File: config.mk
export PLATFORM = sky130hd
export DESIGN_NAME = sps_top
export DESIGN_NICKNAME = d
export VERILOG_FILES = /design/src/design/sps_pkg.sv /design/src/design/sps_top.sv
export SDC_FILE = /design/constraint.sdc
export NUM_CORES = 1
export LEC_CHECK = 0
export BUFFER_PORTS_ARGS = -buffer_cell sky130_fd_sc_hd__buf_2
export CAP_MARGIN = 0
export CORE_ASPECT_RATIO = 1.2
export CORE_MARGIN = 4
export CORE_UTILIZATION = 54
export CTS_BUF_LIST = sky130_fd_sc_hd__clkbuf_2
export DETAILED_ROUTE_END_ITERATION = 12
export PLACE_DENSITY = 0.83
export RECOVER_POWER = 50
export SLEW_MARGIN = 20
export SYNTH_ARGS = -nofsm -noshare
export SYNTH_HDL_FRONTEND = slang
export SYNTH_SLANG_ARGS = --single-unit
File: constraint.sdc
create_clock -name CLK -period 2.35 [get_ports CLK]
set_input_delay 0.47 -clock CLK [delete_from_list [all_inputs] [get_ports CLK]]
set_output_delay 0.47 -clock CLK [all_outputs]
set_load 0.05 [all_outputs]
File: src/design/sps_pkg.sv
package sps_pkg;

  // Register indices; byte address is four times the index
  localparam logic [1:0] SPS_IDX_CONTROL = 2'h0;
  localparam logic [1:0] SPS_IDX_IRQ = 2'h1;
  localparam logic [1:0] SPS_IDX_STATUS = 2'h2;
  localparam logic [1:0] SPS_IDX_DATA = 2'h3;
  localparam logic [7:0] SPS_RST_CONTROL = 8'h00;
  localparam logic [7:0] SPS_RST_IRQ = 8'h00;
  localparam logic [7:0] SPS_RST_DATA = 8'h00;

  // Control and status register field positions
  localparam int SPS_B_DOUBLE = 7;
  localparam int SPS_B_ENABLE = 6;
  localparam int SPS_B_ORDER = 5;
  localparam int SPS_B_MASTER = 4;
  localparam int SPS_B_MODE_HI = 3;
  localparam int SPS_B_MODE_LO = 2;
  localparam int SPS_B_DIV_HI = 1;
  localparam int SPS_B_DIV_LO = 0;
  localparam int SPS_B_DONE = 7;
  localparam int SPS_B_WCOL = 6;

  localparam logic [1:0] SPS_HTRANS_NONSEQ = 2'h2;
  localparam logic [1:0] SPS_HTRANS_SEQ = 2'h3;
  localparam logic [2:0] SPS_BIT_LAST = 3'h7;
  localparam logic [6:0] SPS_HALF_ONE = 7'h01;

  typedef struct packed {
    logic double_speed;
    logic enable;
    logic bit_order_select;
    logic master;
    logic [1:0] mode;
    logic [1:0] divider;
  } sps_ctrl_t;

  typedef enum logic [1:0] {
    SPS_IDLE = 2'b00,
    SPS_LEAD = 2'b01,
    SPS_TRAIL = 2'b11
  } sps_state_t;

  typedef struct packed {
    logic sck;
    logic mosi;
    logic miso;
    logic ss_n;
  } sps_pins_t;

endpackage : sps_pkg

File: src/design/sps_top.sv
// Operation
// - Enable forces pin directions by role
// - Data write starts eight-bit master shift
// - Completed byte kept in receive buffer
// - Low select input demotes master while SS_DIR_OUT is low, flags
// - Idle slave tristates output, ignores clock
// - Selected slave shifts, flags each byte
// - Deselect resets shifter and bit counter
// - Modes 00/01 idle low timing
// - Modes 10/11 idle high timing
// - Bit order select picks lsb first
// - Normal speed dividers 4/16/64/128
// - Double speed dividers 2/8/32/64
// - No serial operation unless enabled
// - Nonzero level requests interrupt on done
// - Done clears by vector or status-data
// - Data write mid-transfer sets collision flag
//
// Register access over AHB-Lite was chosen for this implementation.
`timescale 1ns/10ps
module sps_top
  import sps_pkg::*;
(
  input wire logic CLK,
  input wire logic SYS_RST,
  input wire logic HSEL,
  input wire logic [31:0] HADDR,
  input wire logic [1:0] HTRANS,
  input wire logic HWRITE,
  input wire logic [2:0] HSIZE,
  input wire logic [31:0] HWDATA,
  input wire logic HREADY,
  output logic [31:0] HRDATA,
  output logic HREADYOUT,
  output logic HRESP,
  input wire logic SCK_IN,
  output logic SCK_OUT,
  output logic SCK_OE,
  input wire logic MOSI_IN,
  output logic MOSI_OUT,
  output logic MOSI_OE,
  input wire logic MISO_IN,
  output logic MISO_OUT,
  output logic MISO_OE,
  input wire logic SS_N_IN,
  input wire logic SS_DIR_OUT,
  input wire logic MOSI_DIR_OUT,
  input wire logic SCK_DIR_OUT,
  input wire logic MISO_DIR_OUT,
  input wire logic IRQ_VECTOR_ACK,
  output logic [1:0] IRQ_REQ
);

  typedef struct packed {
    sps_ctrl_t ctrl;
    logic [1:0] interrupt_level;
    logic done;
    logic write_collision_flag;
    logic status_seen;
    logic [7:0] tx_byte;
    logic [7:0] shift;
    logic [7:0] rx_buf;
    logic [2:0] bits;
    logic [6:0] div_cnt;
    sps_state_t st;
    logic sck_q;
    logic out_bit;
    logic sck_seen;
    logic ss_seen;
    logic ph_wr;
    logic ph_rd;
    logic [1:0] ph_idx;
    logic [31:0] rdata;
  } sps_state_s_t;

  sps_state_s_t r_q;
  sps_state_s_t r_d;

  ////////////////////////////////////////////////////////////////////////////////
  // Helpers

  function automatic logic [6:0] sps_half(input logic dbl, input logic [1:0] code);
    logic [7:0] full;
    full = 8'h00;
    unique case ({dbl, code})
      3'b000: full = 8'h04;
      3'b001: full = 8'h10;
      3'b010: full = 8'h40;
      3'b011: full = 8'h80;
      3'b100: full = 8'h02;
      3'b101: full = 8'h08;
      3'b110: full = 8'h20;
      3'b111: full = 8'h40;
    endcase
    sps_half = full[7:1];
  endfunction : sps_half

  function automatic logic sps_first(input logic [7:0] b, input logic lsb);
    sps_first = lsb ? b[0] : b[7];
  endfunction : sps_first

  function automatic logic [7:0] sps_shift(input logic [7:0] b, input logic lsb, input logic in_bit);
    sps_shift = lsb ? {in_bit, b[7:1]} : {b[6:0], in_bit};
  endfunction : sps_shift

  ////////////////////////////////////////////////////////////////////////////////
  // Next state

  logic enable;
  logic is_master;
  logic cpha;
  logic cpol;
  logic ss_in_role;
  logic slave_sel;
  logic sck_rise;
  logic sck_fall;
  logic lead_edge;
  logic trail_edge;
  logic sample_edge;
  logic setup_edge;
  logic busy;
  logic data_wr;
  logic data_acc;
  logic in_bit;
  logic [7:0] nxt;

  always_comb
  begin
    r_d = r_q;
    enable = r_q.ctrl.enable;
    is_master = r_q.ctrl.master;
    cpol = r_q.ctrl.mode[1];
    cpha = r_q.ctrl.mode[0];
    ss_in_role = !is_master || !SS_DIR_OUT;
    slave_sel = enable && !is_master && !SS_N_IN;
    sck_rise = SCK_IN && !r_q.sck_seen;
    sck_fall = !SCK_IN && r_q.sck_seen;
    lead_edge = cpol ? sck_fall : sck_rise;
    trail_edge = cpol ? sck_rise : sck_fall;
    sample_edge = cpha ? trail_edge : lead_edge;
    setup_edge = cpha ? lead_edge : trail_edge;
    busy = (is_master && r_q.st != SPS_IDLE) || (slave_sel && r_q.bits != 3'h0);
    data_wr = r_q.ph_wr && r_q.ph_idx == SPS_IDX_DATA;
    data_acc = (r_q.ph_wr || r_q.ph_rd) && r_q.ph_idx == SPS_IDX_DATA;
    in_bit = is_master ? MISO_IN : MOSI_IN;
    nxt = r_q.shift;
    r_d.sck_seen = SCK_IN;
    r_d.ss_seen = SS_N_IN;

    // Bus data phase
    if (r_q.ph_wr)
    begin
      unique case (r_q.ph_idx)
        SPS_IDX_CONTROL: r_d.ctrl = sps_ctrl_t'(HWDATA[7:0]);
        SPS_IDX_IRQ: r_d.interrupt_level = HWDATA[1:0];
        SPS_IDX_STATUS: ;
        SPS_IDX_DATA:
        begin
          if (busy)
            r_d.write_collision_flag = 1'b1;
          else
          begin
            r_d.tx_byte = HWDATA[7:0];
            r_d.shift = HWDATA[7:0];
            nxt = HWDATA[7:0];
          end
        end
      endcase
    end
    if (r_q.ph_rd && r_q.ph_idx == SPS_IDX_STATUS)
      r_d.status_seen = r_q.done || r_q.write_collision_flag;
    if (data_acc && r_q.status_seen)
    begin
      r_d.done = 1'b0;
      r_d.write_collision_flag = data_wr && busy;
      r_d.status_seen = 1'b0;
    end
    if (IRQ_VECTOR_ACK)
      r_d.done = 1'b0;

    // Serial engine
    if (!enable)
    begin
      r_d.st = SPS_IDLE;
      r_d.bits = 3'h0;
      r_d.sck_q = cpol;
    end
    else if (is_master)
    begin
      if (ss_in_role && !SS_N_IN)
      begin
        r_d.ctrl.master = 1'b0;
        r_d.done = 1'b1;
        r_d.st = SPS_IDLE;
        r_d.bits = 3'h0;
      end
      else
      begin
        unique case (r_q.st)
          SPS_IDLE:
          begin
            r_d.sck_q = cpol;
            r_d.out_bit = sps_first(nxt, r_q.ctrl.bit_order_select);
            if (data_wr && !busy)
            begin
              r_d.st = SPS_LEAD;
              r_d.div_cnt = sps_half(r_q.ctrl.double_speed, r_q.ctrl.divider);
              r_d.bits = 3'h0;
            end
          end
          SPS_LEAD, SPS_TRAIL:
          begin
            if (r_q.div_cnt == SPS_HALF_ONE)
            begin
              r_d.div_cnt = sps_half(r_q.ctrl.double_speed, r_q.ctrl.divider);
              r_d.sck_q = !r_q.sck_q;
              if (r_q.st == SPS_LEAD)
              begin
                r_d.st = SPS_TRAIL;
                if (cpha)
                  r_d.out_bit = sps_first(r_q.shift, r_q.ctrl.bit_order_select);
                else
                  r_d.shift = sps_shift(r_q.shift, r_q.ctrl.bit_order_select, in_bit);
              end
              else
              begin
                if (cpha)
                  r_d.shift = sps_shift(r_q.shift, r_q.ctrl.bit_order_select, in_bit);
                r_d.bits = r_q.bits + 3'h1;
                if (r_q.bits == SPS_BIT_LAST)
                begin
                  r_d.st = SPS_IDLE;
                  r_d.done = 1'b1;
                  r_d.rx_buf = cpha ? sps_shift(r_q.shift, r_q.ctrl.bit_order_select, in_bit)
                                    : r_q.shift;
                end
                else
                begin
                  r_d.st = SPS_LEAD;
                  if (!cpha)
                    r_d.out_bit = sps_first(r_q.shift, r_q.ctrl.bit_order_select);
                end
              end
            end
            else
              r_d.div_cnt = r_q.div_cnt - SPS_HALF_ONE;
          end
        endcase
      end
    end
    else
    begin
      r_d.st = SPS_IDLE;
      r_d.sck_q = cpol;
      if (SS_N_IN)
      begin
        r_d.bits = 3'h0;
        r_d.shift = r_d.tx_byte;
        r_d.out_bit = sps_first(r_d.tx_byte, r_q.ctrl.bit_order_select);
      end
      else
      begin
        if (r_q.ss_seen || (data_wr && !busy))
          r_d.out_bit = sps_first(nxt, r_q.ctrl.bit_order_select);
        if (sample_edge)
        begin
          r_d.shift = sps_shift(r_q.shift, r_q.ctrl.bit_order_select, MOSI_IN);
          r_d.bits = r_q.bits + 3'h1;
          if (r_q.bits == SPS_BIT_LAST)
          begin
            r_d.done = 1'b1;
            r_d.rx_buf = sps_shift(r_q.shift, r_q.ctrl.bit_order_select, MOSI_IN);
          end
        end
        if (setup_edge && !(cpha == 1'b0 && r_q.bits == 3'h0 && !r_q.ss_seen))
          r_d.out_bit = sps_first(r_q.shift, r_q.ctrl.bit_order_select);
      end
    end

    // Bus address phase
    r_d.ph_wr = HSEL && HREADY && HTRANS[1] && HWRITE;
    r_d.ph_rd = HSEL && HREADY && HTRANS[1] && !HWRITE;
    r_d.ph_idx = HADDR[3:2];
    r_d.rdata = 32'h0000_0000;
    if (HSEL && HREADY && HTRANS[1] && !HWRITE && HADDR[31:4] == 28'h000_0000)
    begin
      unique case (HADDR[3:2])
        SPS_IDX_CONTROL: r_d.rdata = {24'h00_0000, r_q.ctrl};
        SPS_IDX_IRQ: r_d.rdata = {30'h0000_0000, r_q.interrupt_level};
        SPS_IDX_STATUS: r_d.rdata = {24'h00_0000, r_q.done, r_q.write_collision_flag, 6'h00};
        SPS_IDX_DATA: r_d.rdata = {24'h00_0000, r_q.rx_buf};
      endcase
    end
    if (HADDR[31:4] != 28'h000_0000)
    begin
      r_d.ph_wr = 1'b0;
      r_d.ph_rd = 1'b0;
    end
  end

  ////////////////////////////////////////////////////////////////////////////////
  // State register

  always_ff @(posedge CLK or posedge SYS_RST)
  begin
    if (SYS_RST)
    begin
      r_q <= '0;
      r_q.ctrl <= sps_ctrl_t'(SPS_RST_CONTROL);
      r_q.interrupt_level <= SPS_RST_IRQ[1:0];
      r_q.tx_byte <= SPS_RST_DATA;
      r_q.shift <= SPS_RST_DATA;
      r_q.rx_buf <= SPS_RST_DATA;
      r_q.st <= SPS_IDLE;
      r_q.sck_seen <= 1'b0;
      r_q.ss_seen <= 1'b1;
    end
    else
      r_q <= r_d;
  end

  ////////////////////////////////////////////////////////////////////////////////
  // Outputs

  always_comb
  begin
    HRDATA = r_q.rdata;
    HREADYOUT = 1'b1;
    HRESP = 1'b0;
    IRQ_REQ = r_q.done ? r_q.interrupt_level : 2'h0;
    SCK_OUT = r_q.sck_q;
    MOSI_OUT = r_q.out_bit;
    MISO_OUT = r_q.out_bit;
    if (r_q.ctrl.enable && r_q.ctrl.master)
    begin
      SCK_OE = SCK_DIR_OUT;
      MOSI_OE = MOSI_DIR_OUT;
      MISO_OE = 1'b0;
    end
    else if (r_q.ctrl.enable)
    begin
      SCK_OE = 1'b0;
      MOSI_OE = 1'b0;
      MISO_OE = MISO_DIR_OUT && !SS_N_IN;
    end
    else
    begin
      SCK_OE = SCK_DIR_OUT;
      MOSI_OE = MOSI_DIR_OUT;
      MISO_OE = MISO_DIR_OUT;
    end
  end

endmodule : sps_top

Yosys cells after proc, flatten, opt, wreduce, memory -nomap -nowiden
Memories as Yosys holds them, arrays and structs flattened.
Index checks and enable logic that the tools add are counted.
Word-level totals
  register bits: 89
  memory bits (read-only): 112
  input port bits: 83
  output and inout bits: 42
  logic and storage cells: 202
  memories kept: 2
Memory list
  (no name shown): words 8, bits a word 7, read ports 1, clocked after memory_dff 0, write ports 0, RTL line sps_top.sv:85  | unique case ({dbl, code})
  (no name shown): words 8, bits a word 7, read ports 1, clocked after memory_dff 0, write ports 0, RTL line sps_top.sv:85
Operators by class
  add/sub/neg operators: 2
  equal/unequal tests: 27
  mux-type cells: 82
  bitwise logic cells: 2
  reductions and logical operators: 63
Operators with widths (number)
  case mux 32 bit (4 select lines): 1
  two-way mux 8 bit: 13
  two-way mux 16 bit: 6
  two-way mux 19 bit: 3
  two-way mux 1 bit: 39
  two-way mux 32 bit: 1
  zero test 28 bit: 1
  case mux 14 bit (2 select lines): 1
  nonzero test 28 bit: 1
  logical AND 1 bit: 23
  inequality test 4 bit, second input constant: 4
  two-way mux 3 bit: 5
  inequality test 5 bit, second input constant: 3
  two-way mux 7 bit: 2
  nonzero test 2 bit: 7
  two-way mux 12 bit: 1
  two-way mux 2 bit: 6
  two-way mux 11 bit: 1
  equality test 2 bit, second input constant: 5
  zero test 1 bit: 10
  inequality test 3 bit, second input constant: 3
  AND reduction 9 bit: 1
  two-way mux 4 bit: 2
  AND reduction 2 bit: 4
  other kinds (19): 33

Longest topological paths before layout
  word-level depth: 17
  depth in mapped cells: 9
  gate-level depth less buffers: 7

Worst setup path after synthesis
OpenSTA, ideal clock, no wires.
  kind: register -> output
  start: reg r_q (netlist bit is_master)
  end: out MISO_OE
  data arrival time: 2.003 ns
  required time: 1.880 ns
  setup slack: -0.123 ns
  stages on the path, launching flop included: 4
  buffers on the path: 1
  cell sequence: dfrtp_1 > buf_2 > or2_2 > a21boi_0
On the way
  longest elaborated chain between the ends: 2
Ends and longest elaborated chain
  start, declared: RTL line sps_top.sv:76  | sps_state_s_t r_q;
  start signal, assigned: RTL line sps_top.sv:319  | r_q <= r_d;
  logical AND 1 bit: RTL line sps_top.sv:334  | if (r_q.ctrl.enable && r_q.ctrl.master)
  two-way mux 1 bit: RTL line sps_top.sv:334
  end, declared: RTL line sps_top.sv:44  | output logic MISO_OE,
No other way between the ends.

Worst setup path in the final report
Same ends and word-level chain as after synthesis.

==> results.json <==
{
  "status": "completed",
  "crit_chain": "or2_2 -> a21boi_1 -> clkbuf_4",
  "synth-edff-count": 0,
  "die_w_um": 87.3,
  "grt_pass1_wl_um": 15600,
  "arrival_ns": 1.77,
  "cellPowerDensity_nw_per_um2": 511,
  "critical_path.slowest_cell": "dfrtp_2",
  "syn_avg_cell_area_sq_um": 9.84,
  "holdWs_ns": 0.0966,
  "finalWirelength_um": 9710,
  "hold_viol": 0,
  "diodes": 0,
  "numCtsBuffers": 9,
  "slew_viol_final": 0,
  "skew_ns": 0.0289,
  "core_sq_um": 7320,
  "stdcell_area_sq_um": 4600,
  "synth_seq_cells": 65,
  "yosys_warnings": 0,
  "initial_core_util": 0.557,
  "p_leak_nw": 2.06,
  "cts_tree": "yes",
  "cts_root_buf": "clkbuf_2",
  "final_common_cell": "dfrtp_1",
  "overflow": 0,
  "clkTransAtPathRegs_ns": 0.19,
  "dpl.hpwl_um": 7230,
  "rows": 34,
  "mostFrequentLayoutCells": "dfrtp_1, buf_2, mux2_2",
  "cp-start-kind": "flip-flop",
  "synth_ff_type": "dfrtp_1",
  "drv_cap": 0,
  "die_h_um": 103,
  "syn_to_final_growth_pct": 12.8,
  "ant_nets": 0,
  "cts_buffer_depth": 2,
  "port_buffers": 68,
  "vias": 3380,
  "placed_cells": 554,
  "grt_max_degree": 66,
  "routed_via_density": 5.87,
  "drive_gt1_frac": 0.296,
  "final_nets": 569,
  "synthCells": 414,
  "setup_viol": 0,
  "async_flop_share": 1.00,
  "crit_type": "flip-flop to primary output",
  "die_area_sq_um": 9000,
  "drcViolationCount": 0,
  "fin_crit_sh": 0.954,
  "power.total_mw": 2.35,
  "setup_tns_ns": 0,
  "cts.sinks": 65,
  "synth_cell_types": 63,
  "end_kind": "primary output",
  "netlist_area_sq_um": 4070,
  "grt_antenna_before_repair": 0,
  "maxSlewHeadroom": 0.479,
  "grt.total_usage": 0.221,
  "slowest_delay_ns": 0.47,
  "htreeDepth": 3,
  "place_congestion": 0.916,
  "startpoint": "is_master",
  "min_from": "SCK_IN",
  "r2r-start": "r_q[43]",
  "grt_pass1_vias": 3322,
  "post-route-min-period_ns": 2.24,
  "path_max_fanout": 4,
  "worst_pin_slew_ns": 0.782,
  "fin_cells": 576,
  "worstPathRequired_ns": 1.88,
  "drt-initial-drc-count": 246,
  "routedWlPerCell_um": 16.9,
  "ys_seq_area_frac": 0.400,
  "rrSetupSlack_ns": 0.15,
  "ios": 125,
  "min_path_type": "primary input to flip-flop",
  "first_pass_iters": 7,
  "peakVddDrop_mv": 0.402,
  "fmax_mhz": 446,
  "dpl-instance-area_sq_um": 4390,
  "insertion_delay_ns": 0.53
}
-- synthesized netlist by cell type (all sizes together) (4+ instances only) --
master / n / share of area
nand4: 4 / 0.0061
a32oi: 4 / 0.0086
and3: 5 / 0.0077
nand3: 11 / 0.014
o221ai: 9 / 0.019
clkbuf: 11 / 0.010
dfrtp: 64 / 0.39
nor2: 22 / 0.020
nand2b: 10 / 0.015
o211ai: 4 / 0.0074
o21ai: 20 / 0.025
ha: 5 / 0.015
o22ai: 10 / 0.015
inv: 12 / 0.011
nand2: 22 / 0.020
mux2i: 24 / 0.059
a31oi: 7 / 0.011
or3: 4 / 0.0061
a22oi: 7 / 0.013
nor3: 8 / 0.011
buf: 47 / 0.083
a21oi: 13 / 0.017
mux2: 32 / 0.090
nor4: 7 / 0.011
nor2b: 4 / 0.0061
and2: 5 / 0.0077
-- stage by stage --
stage | setup WS, ns | util
2_1_floorplan | 0.249 | -
3_3_place_gp | 0.221 | 0.600
3_5_place_dp | 0.151 | 0.600
4_1_cts | 0.0655 | 0.624
5_1_grt | -0.0223 | 0.628
6_report | 0.109 | 0.628
-- where the power goes --
| group | leakage (nW) | internal, mW | switching, mW | total [mW] |
|---|---|---|---|---|
| combinational | 1.15 | 0.110 | 0.238 | 0.348 |
| sequential | 0.823 | 1.15 | 0.0330 | 1.19 |
| clock | 0.0827 | 0.361 | 0.451 | 0.812 |
| total | 2.06 | 1.63 | 0.722 | 2.35 |
-- flip-flops by register name (all words and copies together) (netlist names) --
register / cells
cpol: 1
MISO_OUT: 1
is_master: 1
enable: 1
r_q: 51
HRDATA: 8
cpha: 1
SCK_OUT: 1
-- critical path, delay by kind of cell (launching register included) --
| kind | cells | cell delay [ns] |
|---|---|---|
| AO/OA/AOI/OAI | 1 | 0.19 |
| buffers and inverters | 1 | 0.26 |
| flip-flops | 1 | 0.47 |
| AND/OR/NAND/NOR | 1 | 0.35 |
-- path summary, 6_finish.rpt --
path / to / depth (start not counted)
hold / removal: r_q[37] / 1
min in group asynchronous: r_q[47] / 4
setup reg to reg: r_q[52] / 7
setup / recovery: MISO_OE / 3
hold reg to reg: r_q[54] / 1
max in group asynchronous: r_q[36] / 4
-- logic make-up after synthesis --
kind of cell | Yosys count | share of synthesized area
DFF | 65 | 0.400
muxes | 56 | 0.149
xor gates and xnor gates | 4 | 0.00860
other | 2 | 0.00184
AOI/OAI and AO/OA | 95 | 0.163
adders and majority gates | 5 | 0.0154
and+or+nand+nor | 117 | 0.159
buffers and inverters | 70 | 0.104
-- cell type report --
| cell class | count | area [sq um] |
|---|---|---|
| fill | 597 | 2720 |
| multi-input combinational | 303 | 2120 |
| sequential | 65 | 1630 |
| timing repair buffer | 90 | 533 |
| tap | 90 | 113 |
| clock inverter | 7 | 103 |
| inverter | 12 | 48.8 |
| clock buffer | 9 | 45.0 |
-- repair_timing --
action,CTS,global route
buffers inserted,2,3
hold endpoints to repair,58,0
resized for setup,2,4
hold buffers,1,0
setup endpoints to repair,3,16
-- per-layer routing --
layer	wire, um	share of wire	GRT usage	vias up
met3	547	0.056	0.0416	22
met5	0	0	0	-
met1	3890	0.40	0.283	1634
li1	-	-	-	1592
met4	204	0.021	0.0933	0
met2	5070	0.52	0.366	132
No activity file was read; power rests on OpenSTA's default activity.
